## config.mk

```make
export PLATFORM = sky130hd
export DESIGN_NAME = pmic_device_control_two
export DESIGN_NICKNAME = d
export VERILOG_FILES = /design/src/shared/pmic_dc2_pkg.sv /design/src/hw/long_press_timer.sv /design/src/hw/pmic_device_control_two.sv
export SDC_FILE = /design/constraint.sdc
export NUM_CORES = 1
export LEC_CHECK = 0
export ABC_AREA = 1
export BUFFER_PORTS_ARGS = -buffer_cell sky130_fd_sc_hd__buf_2
export CORE_UTILIZATION = 56
export DETAILED_ROUTE_END_ITERATION = 10
export MAX_ROUTING_LAYER = met4
export PLACE_DENSITY = 0.87
export SYNTH_ARGS = -nofsm -noshare
export SYNTH_HDL_FRONTEND = slang
export SYNTH_SLANG_ARGS = --single-unit
```

## constraint.sdc

```tcl
create_clock -name mclk_in -period 2.4 [get_ports mclk_in]
set_input_delay 0.48 -clock mclk_in [delete_from_list [all_inputs] [get_ports mclk_in]]
set_output_delay 0.48 -clock mclk_in [all_outputs]
set_load 0.02 [all_outputs]
```

## src/shared/pmic_dc2_pkg.sv

```systemverilog
// constants, field layout and types of the device-control-two register block
package pmic_dc2_pkg;
    // ----------------------------------------
    // register offsets
    // ----------------------------------------
    localparam logic [7:0] DEVICE_CONTROL_OFFSET = 8'h3F;
    localparam logic [7:0] DEVICE_CONTROL_2_OFFSET = 8'h40;
    // ----------------------------------------
    // field positions
    // ----------------------------------------
    localparam int SWITCH_OFF_BIT = 0;
    localparam int SLEEP_LEVEL_BIT = 6;
    localparam int SLOT_LENGTH_LSB = 4;
    localparam int SLOT_LENGTH_MSB = 5;
    localparam int SLEEP_SIG_POL_BIT = 3;
    localparam int LONG_PRESS_OFF_BIT = 2;
    localparam int OFF_CORE_RESET_BIT = 1;
    localparam int IRQ_POLARITY_BIT = 0;
    // ----------------------------------------
    // reset values
    // ----------------------------------------
    localparam logic SLEEP_LEVEL_RESET = 1'h0;
    localparam logic [1:0] SLOT_LENGTH_RESET = 2'h3;
    localparam logic SLEEP_SIG_POL_RESET = 1'h0;
    localparam logic LONG_PRESS_OFF_RESET = 1'h1;
    localparam logic OFF_CORE_RESET_RESET = 1'h0;
    localparam logic IRQ_POLARITY_RESET = 1'h0;
    localparam logic SWITCH_OFF_RESET = 1'h0;
    // ----------------------------------------
    // widths and timing
    // ----------------------------------------
    localparam int VOLT_W = 7;
    localparam int CLK_PERIOD_NS = 8;
    localparam int LONG_PRESS_US = 1000;
    // least time: round up to whole cycles
    localparam int LONG_PRESS_CYCLES = (LONG_PRESS_US * 1000 + CLK_PERIOD_NS - 1) / CLK_PERIOD_NS;

    typedef enum logic [1:0] {
        ST_OFF,
        ST_ACTIVE,
        ST_SLEEP
    } power_state_t;
endpackage : pmic_dc2_pkg

```

## src/hw/long_press_timer.sv

```systemverilog
// power-button hold timer: one pulse per press held for the long-press time
module long_press_timer #(
    parameter int HOLD_CYCLES = pmic_dc2_pkg::LONG_PRESS_CYCLES
) (
    input wire logic mclk_in,
    input wire logic reset_in,
    input wire logic button_low_in,
    output logic long_press_out
);
    logic [31:0] count_reg;
    logic [31:0] count_next;
    logic pulse_reg;
    logic pulse_next;

    always_comb begin
        count_next = count_reg;
        pulse_next = 1'b0;
        if (!button_low_in) begin
            count_next = 32'h0000_0000;
        end else if (count_reg < 32'(HOLD_CYCLES)) begin
            count_next = count_reg + 32'h0000_0001;
            // fire once when the hold reaches the limit, then park there
            pulse_next = (count_next == 32'(HOLD_CYCLES));
        end
    end

    always_ff @(posedge mclk_in or posedge reset_in) begin
        if (reset_in) begin
            count_reg <= 32'h0000_0000;
            pulse_reg <= 1'b0;
        end else begin
            count_reg <= count_next;
            pulse_reg <= pulse_next;
        end
    end

    assign long_press_out = pulse_reg;
endmodule : long_press_timer

```

## src/hw/pmic_device_control_two.sv

```systemverilog
// device-control-two register bank and the power state logic it steers
module pmic_device_control_two
    import pmic_dc2_pkg::*;
#(
    parameter int LONG_PRESS_HOLD = pmic_dc2_pkg::LONG_PRESS_CYCLES
) (
    input wire logic mclk_in,
    input wire logic reset_in,
    input wire logic [7:0] reg_addr_in,
    input wire logic reg_wr_in,
    input wire logic [7:0] reg_wdata_in,
    input wire logic reg_rd_in,
    output logic [7:0] reg_rdata_out,
    input wire logic boot_long_press_off_in,
    input wire logic boot_off_core_reset_in,
    input wire logic boot_irq_polarity_in,
    input wire logic power_button_input_n_in,
    input wire logic wake_request_in,
    input wire logic sleep_request_in,
    input wire logic irq_request_in,
    input wire logic [pmic_dc2_pkg::VOLT_W-1:0] active_voltage_in,
    input wire logic [pmic_dc2_pkg::VOLT_W-1:0] core_rail_sleep_voltage_reg_in,
    output logic [pmic_dc2_pkg::VOLT_W-1:0] converter_level_out,
    output logic irq_output_pad_out,
    output logic core_reset_out,
    output logic [1:0] power_state_out
);
    import pmic_dc2_pkg::*;

    // ----------------------------------------
    // register fields
    // ----------------------------------------
    logic converter_sleep_level_sel_reg, converter_sleep_level_sel_next;
    logic [1:0] sequence_slot_length_reg, sequence_slot_length_next;
    logic sleep_signal_polarity_reg, sleep_signal_polarity_next;
    logic button_long_press_off_en_reg, button_long_press_off_en_next;
    logic off_state_core_reset_en_reg, off_state_core_reset_en_next;
    logic irq_pad_polarity_reg, irq_pad_polarity_next;
    logic switch_off_request_reg, switch_off_request_next;
    logic boot_loaded_reg, boot_loaded_next;
    logic [7:0] rdata_reg, rdata_next;
    power_state_t state_reg, state_next;
    logic [VOLT_W-1:0] level_reg, level_next;
    logic irq_pad_reg, irq_pad_next;
    logic core_reset_reg, core_reset_next;
    logic long_press;
    logic wr_ctrl, wr_ctrl2;

    function automatic logic [7:0] ctrl2_image(input logic lvl, input logic [1:0] slot, input logic sig,
                                               input logic lpo, input logic lpr, input logic pol);
        logic [7:0] v;
        v = 8'h00; // top bit stays zero
        v[SLEEP_LEVEL_BIT] = lvl;
        v[SLOT_LENGTH_MSB:SLOT_LENGTH_LSB] = slot;
        v[SLEEP_SIG_POL_BIT] = sig;
        v[LONG_PRESS_OFF_BIT] = lpo;
        v[OFF_CORE_RESET_BIT] = lpr;
        v[IRQ_POLARITY_BIT] = pol;
        return v;
    endfunction : ctrl2_image

    long_press_timer #(
        .HOLD_CYCLES(LONG_PRESS_HOLD)
    ) u_long_press (
        .mclk_in(mclk_in),
        .reset_in(reset_in),
        .button_low_in(~power_button_input_n_in),
        .long_press_out(long_press)
    );

    // ----------------------------------------
    // register access
    // ----------------------------------------
    assign wr_ctrl = reg_wr_in && (reg_addr_in == DEVICE_CONTROL_OFFSET) && boot_loaded_reg;
    assign wr_ctrl2 = reg_wr_in && (reg_addr_in == DEVICE_CONTROL_2_OFFSET) && boot_loaded_reg;

    always_comb begin
        converter_sleep_level_sel_next = converter_sleep_level_sel_reg;
        sequence_slot_length_next = sequence_slot_length_reg;
        sleep_signal_polarity_next = sleep_signal_polarity_reg;
        button_long_press_off_en_next = button_long_press_off_en_reg;
        off_state_core_reset_en_next = off_state_core_reset_en_reg;
        irq_pad_polarity_next = irq_pad_polarity_reg;
        switch_off_request_next = switch_off_request_reg;
        boot_loaded_next = 1'b1;
        rdata_next = rdata_reg;
        if (!boot_loaded_reg) begin
            // strap levels are taken on the first edge after reset release
            button_long_press_off_en_next = boot_long_press_off_in;
            off_state_core_reset_en_next = boot_off_core_reset_in;
            irq_pad_polarity_next = boot_irq_polarity_in;
        end else if (wr_ctrl2) begin
            converter_sleep_level_sel_next = reg_wdata_in[SLEEP_LEVEL_BIT];
            sequence_slot_length_next = reg_wdata_in[SLOT_LENGTH_MSB:SLOT_LENGTH_LSB];
            sleep_signal_polarity_next = reg_wdata_in[SLEEP_SIG_POL_BIT];
            button_long_press_off_en_next = reg_wdata_in[LONG_PRESS_OFF_BIT];
            off_state_core_reset_en_next = reg_wdata_in[OFF_CORE_RESET_BIT];
            irq_pad_polarity_next = reg_wdata_in[IRQ_POLARITY_BIT];
        end
        // hardware clear on reaching off; a write of one in that cycle wins
        if (state_reg == ST_OFF) begin
            switch_off_request_next = 1'b0;
        end
        if (wr_ctrl && reg_wdata_in[SWITCH_OFF_BIT]) begin
            switch_off_request_next = 1'b1;
        end
        if (reg_rd_in) begin
            if (reg_addr_in == DEVICE_CONTROL_2_OFFSET) begin
                rdata_next = ctrl2_image(converter_sleep_level_sel_reg, sequence_slot_length_reg,
                                         sleep_signal_polarity_reg, button_long_press_off_en_reg,
                                         off_state_core_reset_en_reg, irq_pad_polarity_reg);
            end else if (reg_addr_in == DEVICE_CONTROL_OFFSET) begin
                rdata_next = {7'h00, switch_off_request_reg};
            end else begin
                rdata_next = 8'h00;
            end
        end
    end

    // ----------------------------------------
    // power state and pad outputs
    // ----------------------------------------
    always_comb begin
        state_next = state_reg;
        case (state_reg)
            ST_OFF: begin
                if (wake_request_in && !switch_off_request_reg) begin
                    state_next = ST_ACTIVE;
                end
            end
            ST_ACTIVE: begin
                if (switch_off_request_reg || (long_press && button_long_press_off_en_reg)) begin
                    state_next = ST_OFF;
                end else if (sleep_request_in) begin
                    state_next = ST_SLEEP;
                end
            end
            ST_SLEEP: begin
                if (switch_off_request_reg || (long_press && button_long_press_off_en_reg)) begin
                    state_next = ST_OFF;
                end else if (wake_request_in) begin
                    state_next = ST_ACTIVE;
                end
            end
            default: begin
                state_next = ST_OFF;
            end
        endcase
        // level and core reset are registered from the next state, changing on the same edge as the state; the irq pad from the request; all from flops
        level_next = '0;
        if (state_next == ST_ACTIVE) begin
            level_next = active_voltage_in;
        end else if (state_next == ST_SLEEP && converter_sleep_level_sel_reg) begin
            level_next = core_rail_sleep_voltage_reg_in;
        end
        irq_pad_next = irq_pad_polarity_reg ? irq_request_in : ~irq_request_in;
        core_reset_next = (state_next == ST_OFF) && off_state_core_reset_en_reg;
    end

    always_ff @(posedge mclk_in or posedge reset_in) begin
        if (reset_in) begin
            converter_sleep_level_sel_reg <= SLEEP_LEVEL_RESET;
            sequence_slot_length_reg <= SLOT_LENGTH_RESET;
            sleep_signal_polarity_reg <= SLEEP_SIG_POL_RESET;
            button_long_press_off_en_reg <= LONG_PRESS_OFF_RESET;
            off_state_core_reset_en_reg <= OFF_CORE_RESET_RESET;
            irq_pad_polarity_reg <= IRQ_POLARITY_RESET;
            switch_off_request_reg <= SWITCH_OFF_RESET;
            boot_loaded_reg <= 1'b0;
            rdata_reg <= 8'h00;
            state_reg <= ST_OFF;
            level_reg <= '0;
            irq_pad_reg <= 1'b1;
            core_reset_reg <= 1'b0;
        end else begin
            converter_sleep_level_sel_reg <= converter_sleep_level_sel_next;
            sequence_slot_length_reg <= sequence_slot_length_next;
            sleep_signal_polarity_reg <= sleep_signal_polarity_next;
            button_long_press_off_en_reg <= button_long_press_off_en_next;
            off_state_core_reset_en_reg <= off_state_core_reset_en_next;
            irq_pad_polarity_reg <= irq_pad_polarity_next;
            switch_off_request_reg <= switch_off_request_next;
            boot_loaded_reg <= boot_loaded_next;
            rdata_reg <= rdata_next;
            state_reg <= state_next;
            level_reg <= level_next;
            irq_pad_reg <= irq_pad_next;
            core_reset_reg <= core_reset_next;
        end
    end

    assign reg_rdata_out = rdata_reg;
    assign converter_level_out = level_reg;
    assign irq_output_pad_out = irq_pad_reg;
    assign core_reset_out = core_reset_reg;
    assign power_state_out = state_reg;
endmodule : pmic_device_control_two

```

==> results.cfg, run 1 <==
[setup_path]
start_kind = flop
crit_buf_inv = 0
r2r-start = u_long_press.count_reg[1]$_DFFE_PP0P_
crit_path_top_delay_cell = dfrtp_1
cp_cell_sequence = ha_1 -> nand3_1 -> nor2_1 -> nand2_1 -> nand2_1 -> nand2_1 -> nor2_1 -> nand3_1 -> nor2_1 -> nand2_1 -> nor2_1
rr_endpoint = u_long_press.long_press_out$_DFF_PP0_
crit_type = flop to flop
r2r_slack_ps = 550
required_ps = 2670
critPathMaxStageDelay_ps = 400
cp-startpoint = u_long_press.count_reg[1]$_DFFE_PP0P_
critPathTopFamily = simple AND/OR/NAND/NOR gates
crit_fanout = 4
endpoint = u_long_press.long_press_out$_DFF_PP0_
crit_cells = 11
rr_worst_depth = 11
crit_path_end_kind = flop
cp_data_arrival_time_ps = 2110

[placement]
portBuffers = 57
gp_congestion = 0.943
place_ws_ps = 628
place_area_mm2 = 0.00363
dp_hpwl_um = 5620

[layout]
fin_util_pct = 68.6
final_cell_area_mm2 = 0.00382
syn_to_final_growth_pct = 16.5
drive_gt1_share_pct = 20.3
n_antenna_cell = 0
fin_nets = 558
largest_reg_flops = 32

[synthesis]
ys_warn_count = 0
yosysSeqAreaShare_pct = 45.9
async_reset_ff_share_pct = 100
synth_top_area_cell = dfrtp_1
netlist_area_mm2 = 0.00328
synthFlopType = dfrtp_1
yosysUniqueCellTypes = 35
synth-edff-count = 0
yosys-top-cells-area = dfrtp_1 43%, nand2_1 18%, nor2_1 7.2%
netlist_instances = 452
syn_avg_cell_area_um2 = 7.26
synth_nets = 494
ys_seq_elements = 60
netlist.area_leader.share_pct = 42.7

[die]
num_rows = 27
core_area_mm2 = 0.00557
die_y_um = 78.5
chipWidth_um = 78.5
initial_core_util_pct = 58.9
ios = 60
dieArea_mm2 = 0.00617

[power]
ir_drop_uv = 468
p_leak_uw = 0.00189
pwr_density_cell_mw_per_mm2 = 579

[route]
vias_per_cell = 5.21
num_vias = 3089
drt-initial-drc-count = 180
wire_per_inst_um = 12.7
first_pass_iters = 5
ant_nets = 0
finalWirelength_um = 7510
detail_route.drc_violations = 0

[clocking]
ctsHtreeMaxLevel = 3
cts_tree = done
clockRootBuffer = clkbuf_8
cts_resized = 0
clk_pin_slew_ps = 70
ctsHoldBuffers = 0
clockBufferDepth = 2
cts_buffers = 9
cts_setup_buffers = 0
cts.sinks = 60
clk_latency_ps = 340

[timing]
rsz0062_at_grt = no
max-slew-margin-rel_pct = 48.4
fin_crit_sh_pct = 76.9
finalWorstSetupSlack_ps = 554
setup_tns_ps = 0
worstMarginPinSlew_ps = 766
maxSlewViolCount = 0
setup_violations = 0
fin_skew_ps = 5.02
timing.fmax_ghz = 0.542
fin_hold_ws_ps = 165
hold_viol_final = 0
finalCriticalPeriod_ps = 1850

[flow_run]
maxCapViolCount = 0

[global_route]
grt_pass1_wl_um = 12400
antenna_found_initial = 0
grt_max_degree = 26
track_usage_pct = 27.0
overflow = 0
grt_pass1_vias = 2816

[min_path]
hold_path_class = input pin to asynchronous set/reset pin

[status]
status = finished clean
==> per-stage QoR <==
step           power (uW)  instances
2_1_floorplan        1250        452
6_report             2210        593
5_1_grt              2300        593
3_5_place_dp         1350        577
3_3_place_gp         1340        577
4_1_cts              2240        593
==> cell families (layout without fill, tap and decap cells) <==
family | count (synthesis) | in the layout | share of synthesized area (%)
simple gates | 295 | 295 | 39.1
flops | 60 | 60 | 45.9
buf+inv | 58 | 127 | 7.13
compound gates | 30 | 30 | 5.42
xor+xnor | 3 | 3 | 0.801
mux | 3 | 3 | 1.03
other cells | 2 | 2 | 0.229
fa+ha+maj | 1 | 1 | 0.381
==> worst min-delay path by stage <==
stage,end
floorplan,irq_output_pad_out$_DFF_PP1_
global placement,irq_output_pad_out$_DFF_PP1_
detailed placement,irq_output_pad_out$_DFF_PP1_
CTS,u_long_press.count_reg[25]$_DFFE_PP0P_
global route,u_long_press.count_reg[24]$_DFFE_PP0P_
finish,u_long_press.count_reg[24]$_DFFE_PP0P_
==> cells in the mapped netlist (2+ instances only) <==
master	count
nand2_1	157
nor2_1	63
dfrtp_1	56
inv_1	49
nand3_1	41
o21ai_0	18
nand2_2	6
nand4_1	6
o21ai_1	6
nor2_2	5
nor3_1	5
dfstp_2	4
nor2_4	4
mux2_2	3
nor4_1	3
buf_4	2
conb_1	2
inv_2	2
nand2_4	2
o31ai_1	2
xnor2_1	2
==> where the power goes <==
group | total [uW] | leakage [uW] | switching, uW | internal [uW]
registers | 1090 | 0.000806 | 33.8 | 1060
logic | 239 | 0.000988 | 154 | 84.3
clock network | 882 | 0.0000992 | 408 | 475
total | 2210 | 0.00189 | 596 | 1620
==> cell type report <==
class	instances	area, um^2
inverter	52	195
tap	72	90.1
timing repair buffer	59	300
multi-input combinational	334	1540
clock buffer	9	124
fill	457	1750
clock inverter	7	66.3
sequential	60	1510
==> cells in the final DEF (no fill, tap or decap), drive strengths merged, types with 3 or more instances in the layout <==
| cell type | n |
|---|---|
| buf | 59 |
| clkbuf | 9 |
| clkinv | 5 |
| dfrtp | 56 |
| dfstp | 4 |
| inv | 52 |
| mux2 | 3 |
| nand2 | 165 |
| nand3 | 41 |
| nand4 | 6 |
| nor2 | 73 |
| nor3 | 5 |
| nor4 | 3 |
| o21ai | 24 |
==> layer usage <==
layer | part of all wire, % | GRT usage (%) | vias up
met1 | 43 | 32.3 | 1447
li1 | - | - | 1548
met5 | 0 | - | -
met2 | 51 | 44.9 | 85
met3 | 4.3 | 6.16 | 9
met4 | 1.2 | 8.89 | 0
Power figures use the tool's default switching activity.
==> inputs of run 2 (changes only) <==
--- a/config.mk
+++ b/config.mk
@@ -5,12 +5,12 @@
 export SDC_FILE = /design/constraint.sdc
 export NUM_CORES = 1
 export LEC_CHECK = 0
-export ABC_AREA = 1
+export ABC_AREA = 0
 export BUFFER_PORTS_ARGS = -buffer_cell sky130_fd_sc_hd__buf_2
-export CORE_UTILIZATION = 56
+export CORE_UTILIZATION = 54
 export DETAILED_ROUTE_END_ITERATION = 10
 export MAX_ROUTING_LAYER = met4
-export PLACE_DENSITY = 0.87
+export PLACE_DENSITY = 0.86
 export SYNTH_ARGS = -nofsm -noshare
 export SYNTH_HDL_FRONTEND = slang
 export SYNTH_SLANG_ARGS = --single-unit
==> constraint.sdc (replaced) <==
create_clock -name mclk_in -period 1.8 [get_ports mclk_in]
set_input_delay 0.36 -clock mclk_in [delete_from_list [all_inputs] [get_ports mclk_in]]
set_output_delay 0.36 -clock mclk_in [all_outputs]
set_load 0.02 [all_outputs]
==> run 2 against run 1 <==
  * Sequential share of layout area increased by 2.0 points
  * Critical endpoint unchanged
  * Combinational power increased by 140%
  * Die area decreased by 7.5%
==> results.cfg, run 2 <==
[status]
status = finished clean

[power]
p_leak_uw = 0.00176
ir_drop_uv = 598
pwr_density_cell_mw_per_mm2 = 897
finalPower_uw = 3270
p_int_uw = 2370
p_seq_share_pct = 46.0
netSwitchingFraction_pct = 27.6
p_switching_uw = 901
pwr-share-comb_pct = 17.5
clkPwrFrac_pct = 36.6

[timing]
fin_crit_sh_pct = 97.7
fin_skew_ps = 8.60
maxSlewViolCount = 0
fin_hold_ws_ps = 91.3
setup_violations = 0
rsz0062_at_grt = yes
timing.fmax_ghz = 0.569
finalWorstSetupSlack_ps = 41.8
finalCriticalPeriod_ps = 1760
hold_viol_final = 0
setup_tns_ps = 0

[die]
die_y_um = 75.6
core_area_mm2 = 0.00517
initial_core_util_pct = 56.5
dieArea_mm2 = 0.00571
num_rows = 26
ios = 60
chipWidth_um = 75.6

[synthesis]
netlist_area_mm2 = 0.00292
synthFlopType = dfrtp_1
yosys-top-cells-area = dfrtp_1 48%, xnor2_1 5.1%, dfstp_2 3.6%
synth_nets = 308
syn_avg_cell_area_um2 = 11.0
yosysMostFrequentCell = dfrtp_1
ys_seq_elements = 60
ys_warn_count = 0
netlist_instances = 266
netlist.area_leader.share_pct = 48.0
synth-edff-count = 0
yosysSeqAreaShare_pct = 51.6
synth_top_area_cell = dfrtp_1
yosysUniqueCellTypes = 53
async_reset_ff_share_pct = 100
synth_commonest_cells = 56 x dfrtp_1, 26 x nor2_1, 17 x nand2_1, 17 x xnor2_1, 15 x nand3_1

[min_path]
hold_path_class = input pin to asynchronous set/reset pin

[global_route]
grt_max_degree = 34
antenna_found_initial = 0
grt_pass1_vias = 2263
grt_pass1_wl_um = 10400
track_usage_pct = 25.6
overflow = 0

[route]
finalWirelength_um = 6270
detail_route.drc_violations = 0
num_vias = 2273
ant_nets = 0
vias_per_cell = 5.44
wire_per_inst_um = 15.0
drt-initial-drc-count = 179
first_pass_iters = 4

[placement]
dp_hpwl_um = 4290
gp_congestion = 0.847
portBuffers = 57
place_ws_ps = 46.3

[flow_run]
maxCapViolCount = 0

[setup_path]
crit_path_end_kind = flop
crit_type = flop to flop
critPathMaxStageDelay_ps = 410
required_ps = 2020
r2r-start = u_long_press.count_reg[3]$_DFFE_PP0P_
crit_cells = 6
endpoint = u_long_press.long_press_out$_DFF_PP0_
rr_worst_depth = 6
start_kind = flop
cp-startpoint = u_long_press.count_reg[3]$_DFFE_PP0P_
crit_path_top_delay_cell = dfrtp_2
cp_cell_sequence = buf_4 -> and3_2 -> nand3_4 -> and4bb_2 -> o32ai_1 -> nor4_2
cp_data_arrival_time_ps = 1970
r2r_slack_ps = 40
crit_buf_inv = 1
crit_fanout = 9
critPathTopFamily = simple AND/OR/NAND/NOR gates
rr_endpoint = u_long_press.long_press_out$_DFF_PP0_

[clocking]
cts_tree = done
cts.sinks = 60
clockBufferDepth = 2
clk_pin_slew_ps = 70
clockRootBuffer = clkbuf_8
ctsHtreeMaxLevel = 3
clk_latency_ps = 340
cts_buffers = 9

[layout]
fillers = 348
final_common_cell = buf_2
largest_reg_flops = 32
syn_to_final_growth_pct = 24.7
layout_common_cells = 57 x buf_2, 54 x dfrtp_1, 26 x nor2_1
regArea_mm2 = 0.00151
multi_input_area_mm2 = 0.00135
drive_gt1_share_pct = 39.7
n_antenna_cell = 0
fin_nets = 385
==> run 2: cell count changes after synthesis, moves of 7 or more <==
cell	delta
inv_1	-41
o21ai_0	-10
a22o_1	+7
and2_1	+13
nor2_1	-37
nand2_1	-140
xnor2_1	+15
nand3_1	-26
nor3_2	+9
==> run 2: repair_timing <==
item | CTS | global route
endpoints found under the hold margin | 0 | 0
resized for setup | 1 | 13
buffers inserted | 0 | 2
hold buffers | 0 | 0
endpoints found under the setup margin | 1 | 17
pin swaps | 0 | 6
==> run 2: cell type report <==
| class | instances | share of cell area [%] |
|---|---|---|
| Sequential cell | 60 | 41.4 |
| Multi-Input combinational cell | 186 | 37.1 |
| Timing Repair Buffer | 78 | 12.8 |
| Clock buffer | 12 | 3.98 |
| Tap cell | 70 | 2.40 |
| Clock inverter | 4 | 1.34 |
| Inverter | 8 | 0.927 |
==> run 2: worst register-to-register path, stage by stage, from the launching register on <==
cell and delay [ps]:
dfrtp_2 410, buf_4 150, and3_2 250, nand3_4 140, and4bb_2 260, o32ai_1 360, nor4_2 70
==> run 2: logic make-up after synthesis <==
| family | Yosys count | synth area share, % |
|---|---|---|
| and+or+nand+nor | 122 | 26.0 |
| DFF | 60 | 51.6 |
| AOI/OAI and AO/OA | 33 | 8.69 |
| buffers and inverters | 20 | 4.03 |
| xor gates and xnor gates | 19 | 5.70 |
| muxes | 9 | 3.30 |
| other | 2 | 0.257 |
| adders and majority gates | 1 | 0.428 |
==> run 2: worst min-delay path by stage <==
stage | start | slack (ps) | end | cells after the start
after floorplan | irq_request_in | 410 | irq_output_pad_out$_DFF_PP1_ | 1
after global placement | reset_in | 460 | u_long_press.count_reg[23]$_DFFE_PP0P_ | 3
after detailed placement | reset_in | 460 | u_long_press.count_reg[22]$_DFFE_PP0P_ | 3
after CTS | reset_in | 100 | u_long_press.count_reg[22]$_DFFE_PP0P_ | 3
after global routing | reset_in | 140 | u_long_press.count_reg[22]$_DFFE_PP0P_ | 3
final | reset_in | 90 | u_long_press.count_reg[22]$_DFFE_PP0P_ | 3
==> run 2: power groups by stage <==
stage / Combinational [uW] / Sequential, uW / Clock (uW)
global placement: 552 / 1520 / 0
CTS: 570 / 1500 / 1210
detailed placement: 568 / 1530 / 0
global route: 625 / 1510 / 1280
finish: 571 / 1500 / 1200
floorplan: 225 / 1640 / 0
==> run 2: layer usage <==
| layer | GRT usage [%] | part of all wire [%] | vias to the layer above |
|---|---|---|---|
| met3 | 5.95 | 4.3 | 18 |
| met4 | 10.3 | 1.9 | 0 |
| met2 | 42.7 | 53 | 64 |
| met5 | - | 0 | - |
| met1 | 30.1 | 41 | 1101 |
| li1 | - | - | 1090 |
==> run 2: per-stage QoR <==
stage	util [%]	cells	area, um^2
2_1_floorplan	-	266	2930
3_3_place_gp	65.3	400	3380
3_5_place_dp	65.3	400	3380
4_1_cts	69.1	416	3570
5_1_grt	70.4	418	3640
6_report	70.4	418	3640
==> inputs of run 3 (changes only) <==
--- a/config.mk
+++ b/config.mk
@@ -7,10 +7,10 @@
 export LEC_CHECK = 0
 export ABC_AREA = 0
 export BUFFER_PORTS_ARGS = -buffer_cell sky130_fd_sc_hd__buf_2
-export CORE_UTILIZATION = 54
+export CORE_UTILIZATION = 49
 export DETAILED_ROUTE_END_ITERATION = 10
 export MAX_ROUTING_LAYER = met4
-export PLACE_DENSITY = 0.86
+export PLACE_DENSITY = 0.82
 export SYNTH_ARGS = -nofsm -noshare
 export SYNTH_HDL_FRONTEND = slang
 export SYNTH_SLANG_ARGS = --single-unit
==> constraint.sdc (replaced) <==
create_clock -name mclk_in -period 1.4 [get_ports mclk_in]
set_input_delay 0.28 -clock mclk_in [delete_from_list [all_inputs] [get_ports mclk_in]]
set_output_delay 0.28 -clock mclk_in [all_outputs]
set_load 0.02 [all_outputs]
==> run 3 against run 2 <==
  * The flow now finishes with violations (negative setup slack)
  * Die area up 9.9%
  * Global-route usage down 1.1 points
  * Cell count up 6.9%
  * Critical path depth unchanged
  * Fmax down 2.4%
  * Largest cell class unchanged
==> results.cfg, run 3 (synthesized netlist as in run 2, its figures left out) <==
[power]
ir_drop_uv = 1150
pwr-share-comb_pct = 18.6
clkPwrFrac_pct = 37.5
p_leak_uw = 0.00188
p_seq_share_pct = 44.0
p_int_uw = 3200
pwr_density_cell_mw_per_mm2 = 1080
p_switching_uw = 1180
netSwitchingFraction_pct = 26.9

[die]
die_y_um = 79.2
dieArea_mm2 = 0.00628
num_rows = 27
core_area_mm2 = 0.00564
initial_core_util_pct = 51.8
chipWidth_um = 79.2
ios = 60

[global_route]
track_usage_pct = 24.5
busiest_layer = met2
grt_max_degree = 61
grtUsageMet2_pct = 41.0
grt_pass1_wl_um = 11300
met1_usage_pct = 29.2
met3_usage_pct = 4.02
antenna_found_initial = 0
overflow = 0
grt_pass1_vias = 2426

[clocking]
ctsHtreeMaxLevel = 3
clockRootBuffer = clkbuf_8
clockBufferDepth = 2
cts_buffers = 9
ctsHoldBuffers = 0
cts.sinks = 60
cts_tree = done
clk_latency_ps = 330
clk_pin_slew_ps = 70

[setup_path]
cp_data_arrival_time_ps = 2030
crit_path_end_kind = flop
critPathMaxStageDelay_ps = 400
crit_type = flop to flop
start_kind = flop
required_ps = 1630
crit_fanout = 5
r2r_slack_ps = -400
crit_path_top_delay_cell = dfrtp_1
cp_cell_sequence = ha_2 -> and4_4 -> nand3_1 -> mux2i_1 -> nand2_1 -> nor4_4

[timing]
fin_skew_ps = 9.00
maxSlewViolCount = 0
fin_crit_sh_pct = 129
setup_tns_ps = -10450
timing.fmax_ghz = 0.555
max-slew-margin-rel_pct = 62.8
finalCriticalPeriod_ps = 1800
finalWorstSetupSlack_ps = -402
rsz0062_at_grt = yes
hold_viol_final = 0
worstMarginPinSlew_ps = 557
fin_hold_ws_ps = 38.0
setup_violations = 38

[route]
first_pass_iters = 4
vias_per_cell = 5.39
num_vias = 2408
detail_route.drc_violations = 0
ant_nets = 0
finalWirelength_um = 7180
wire_per_inst_um = 16.1
drt-initial-drc-count = 144

[status]
failed_checks = negative setup slack
status = finished, violations left

[layout]
fillers = 380
largest_reg_flops = 32
drive_gt1_share_pct = 46.7
final_common_cell = buf_2
n_antenna_cell = 0
fin_nets = 412
syn_to_final_growth_pct = 38.2
layout_common_cells = 58 x buf_2, 53 x dfrtp_1, 39 x buf_4
final_cell_area_mm2 = 0.00404

[placement]
gp_congestion = 0.870
place_area_mm2 = 0.00354
dp_hpwl_um = 4620
portBuffers = 57

[flow_run]
maxCapViolCount = 0

[min_path]
hold_path_class = input pin to asynchronous set/reset pin
[run 3: final cells by class]
class	count	area (um^2)	area share [%]
Tap cell	72	90.1	2.23
Inverter	8	33.8	0.837
Clock buffer	13	169	4.18
Timing Repair Buffer	104	697	17.3
Clock inverter	3	45.0	1.12
Multi-Input combinational cell	187	1490	36.9
Sequential cell	60	1510	37.4
[run 3: final timing paths]
path,startpoint,end,depth (start not counted)
setup / recovery,u_long_press.count_reg[1]$_DFFE_PP0P_,u_long_press.long_press_out$_DFF_PP0_,6
hold / removal,reset_in,converter_level_out[3]$_DFF_PP0_,3
setup reg to reg,u_long_press.count_reg[1]$_DFFE_PP0P_,u_long_press.long_press_out$_DFF_PP0_,6
hold reg to reg,irq_pad_polarity_reg$_DFFE_PP0P_,irq_output_pad_out$_DFF_PP1_,1
max in group asynchronous,reset_in,sequence_slot_length_reg[0]$_DFFE_PP1P_,3
min in group mclk_in,irq_request_in,irq_output_pad_out$_DFF_PP1_,2
[run 3: critical path: cells and delay by family (launching register included)]
family	cells	cell delay [ps]
simple gates	4	910
flops	1	400
fa+ha+maj	1	210
mux	1	190
[run 3: stage by stage]
step                      total power [uW]  setup WS [ps]  utilization, %  cells
after floorplan                       2400           -187               -    266
after global placement                2700           -404            62.8    422
after detailed placement              2730           -410            62.8    422
after CTS                             4390           -318            70.1    446
after global routing                  4570           -471            71.5    447
final                                 4380           -402            71.5    447
[run 3: timing repair]
action,in CTS,in global routing
endpoints found under the setup margin,39,40
gates resized for setup,20,12
setup buffers,6,3
pin swaps,15,17
gates cloned,2,0
[run 3: power by group through the flow]
stage	clock [uW]	sequential, uW	combinational, uW
after floorplan	0	2110	290
after global placement	0	1950	751
after detailed placement	0	1950	782
after CTS	1660	1920	818
after global routing	1750	1940	884
final	1640	1920	812
[run 3: metal layers]
metal	share of wire [%]	up-vias
li1	-	1149
met1	43	1180
met2	51	64
met5	0	-
met4	2.0	0
met3	3.9	15
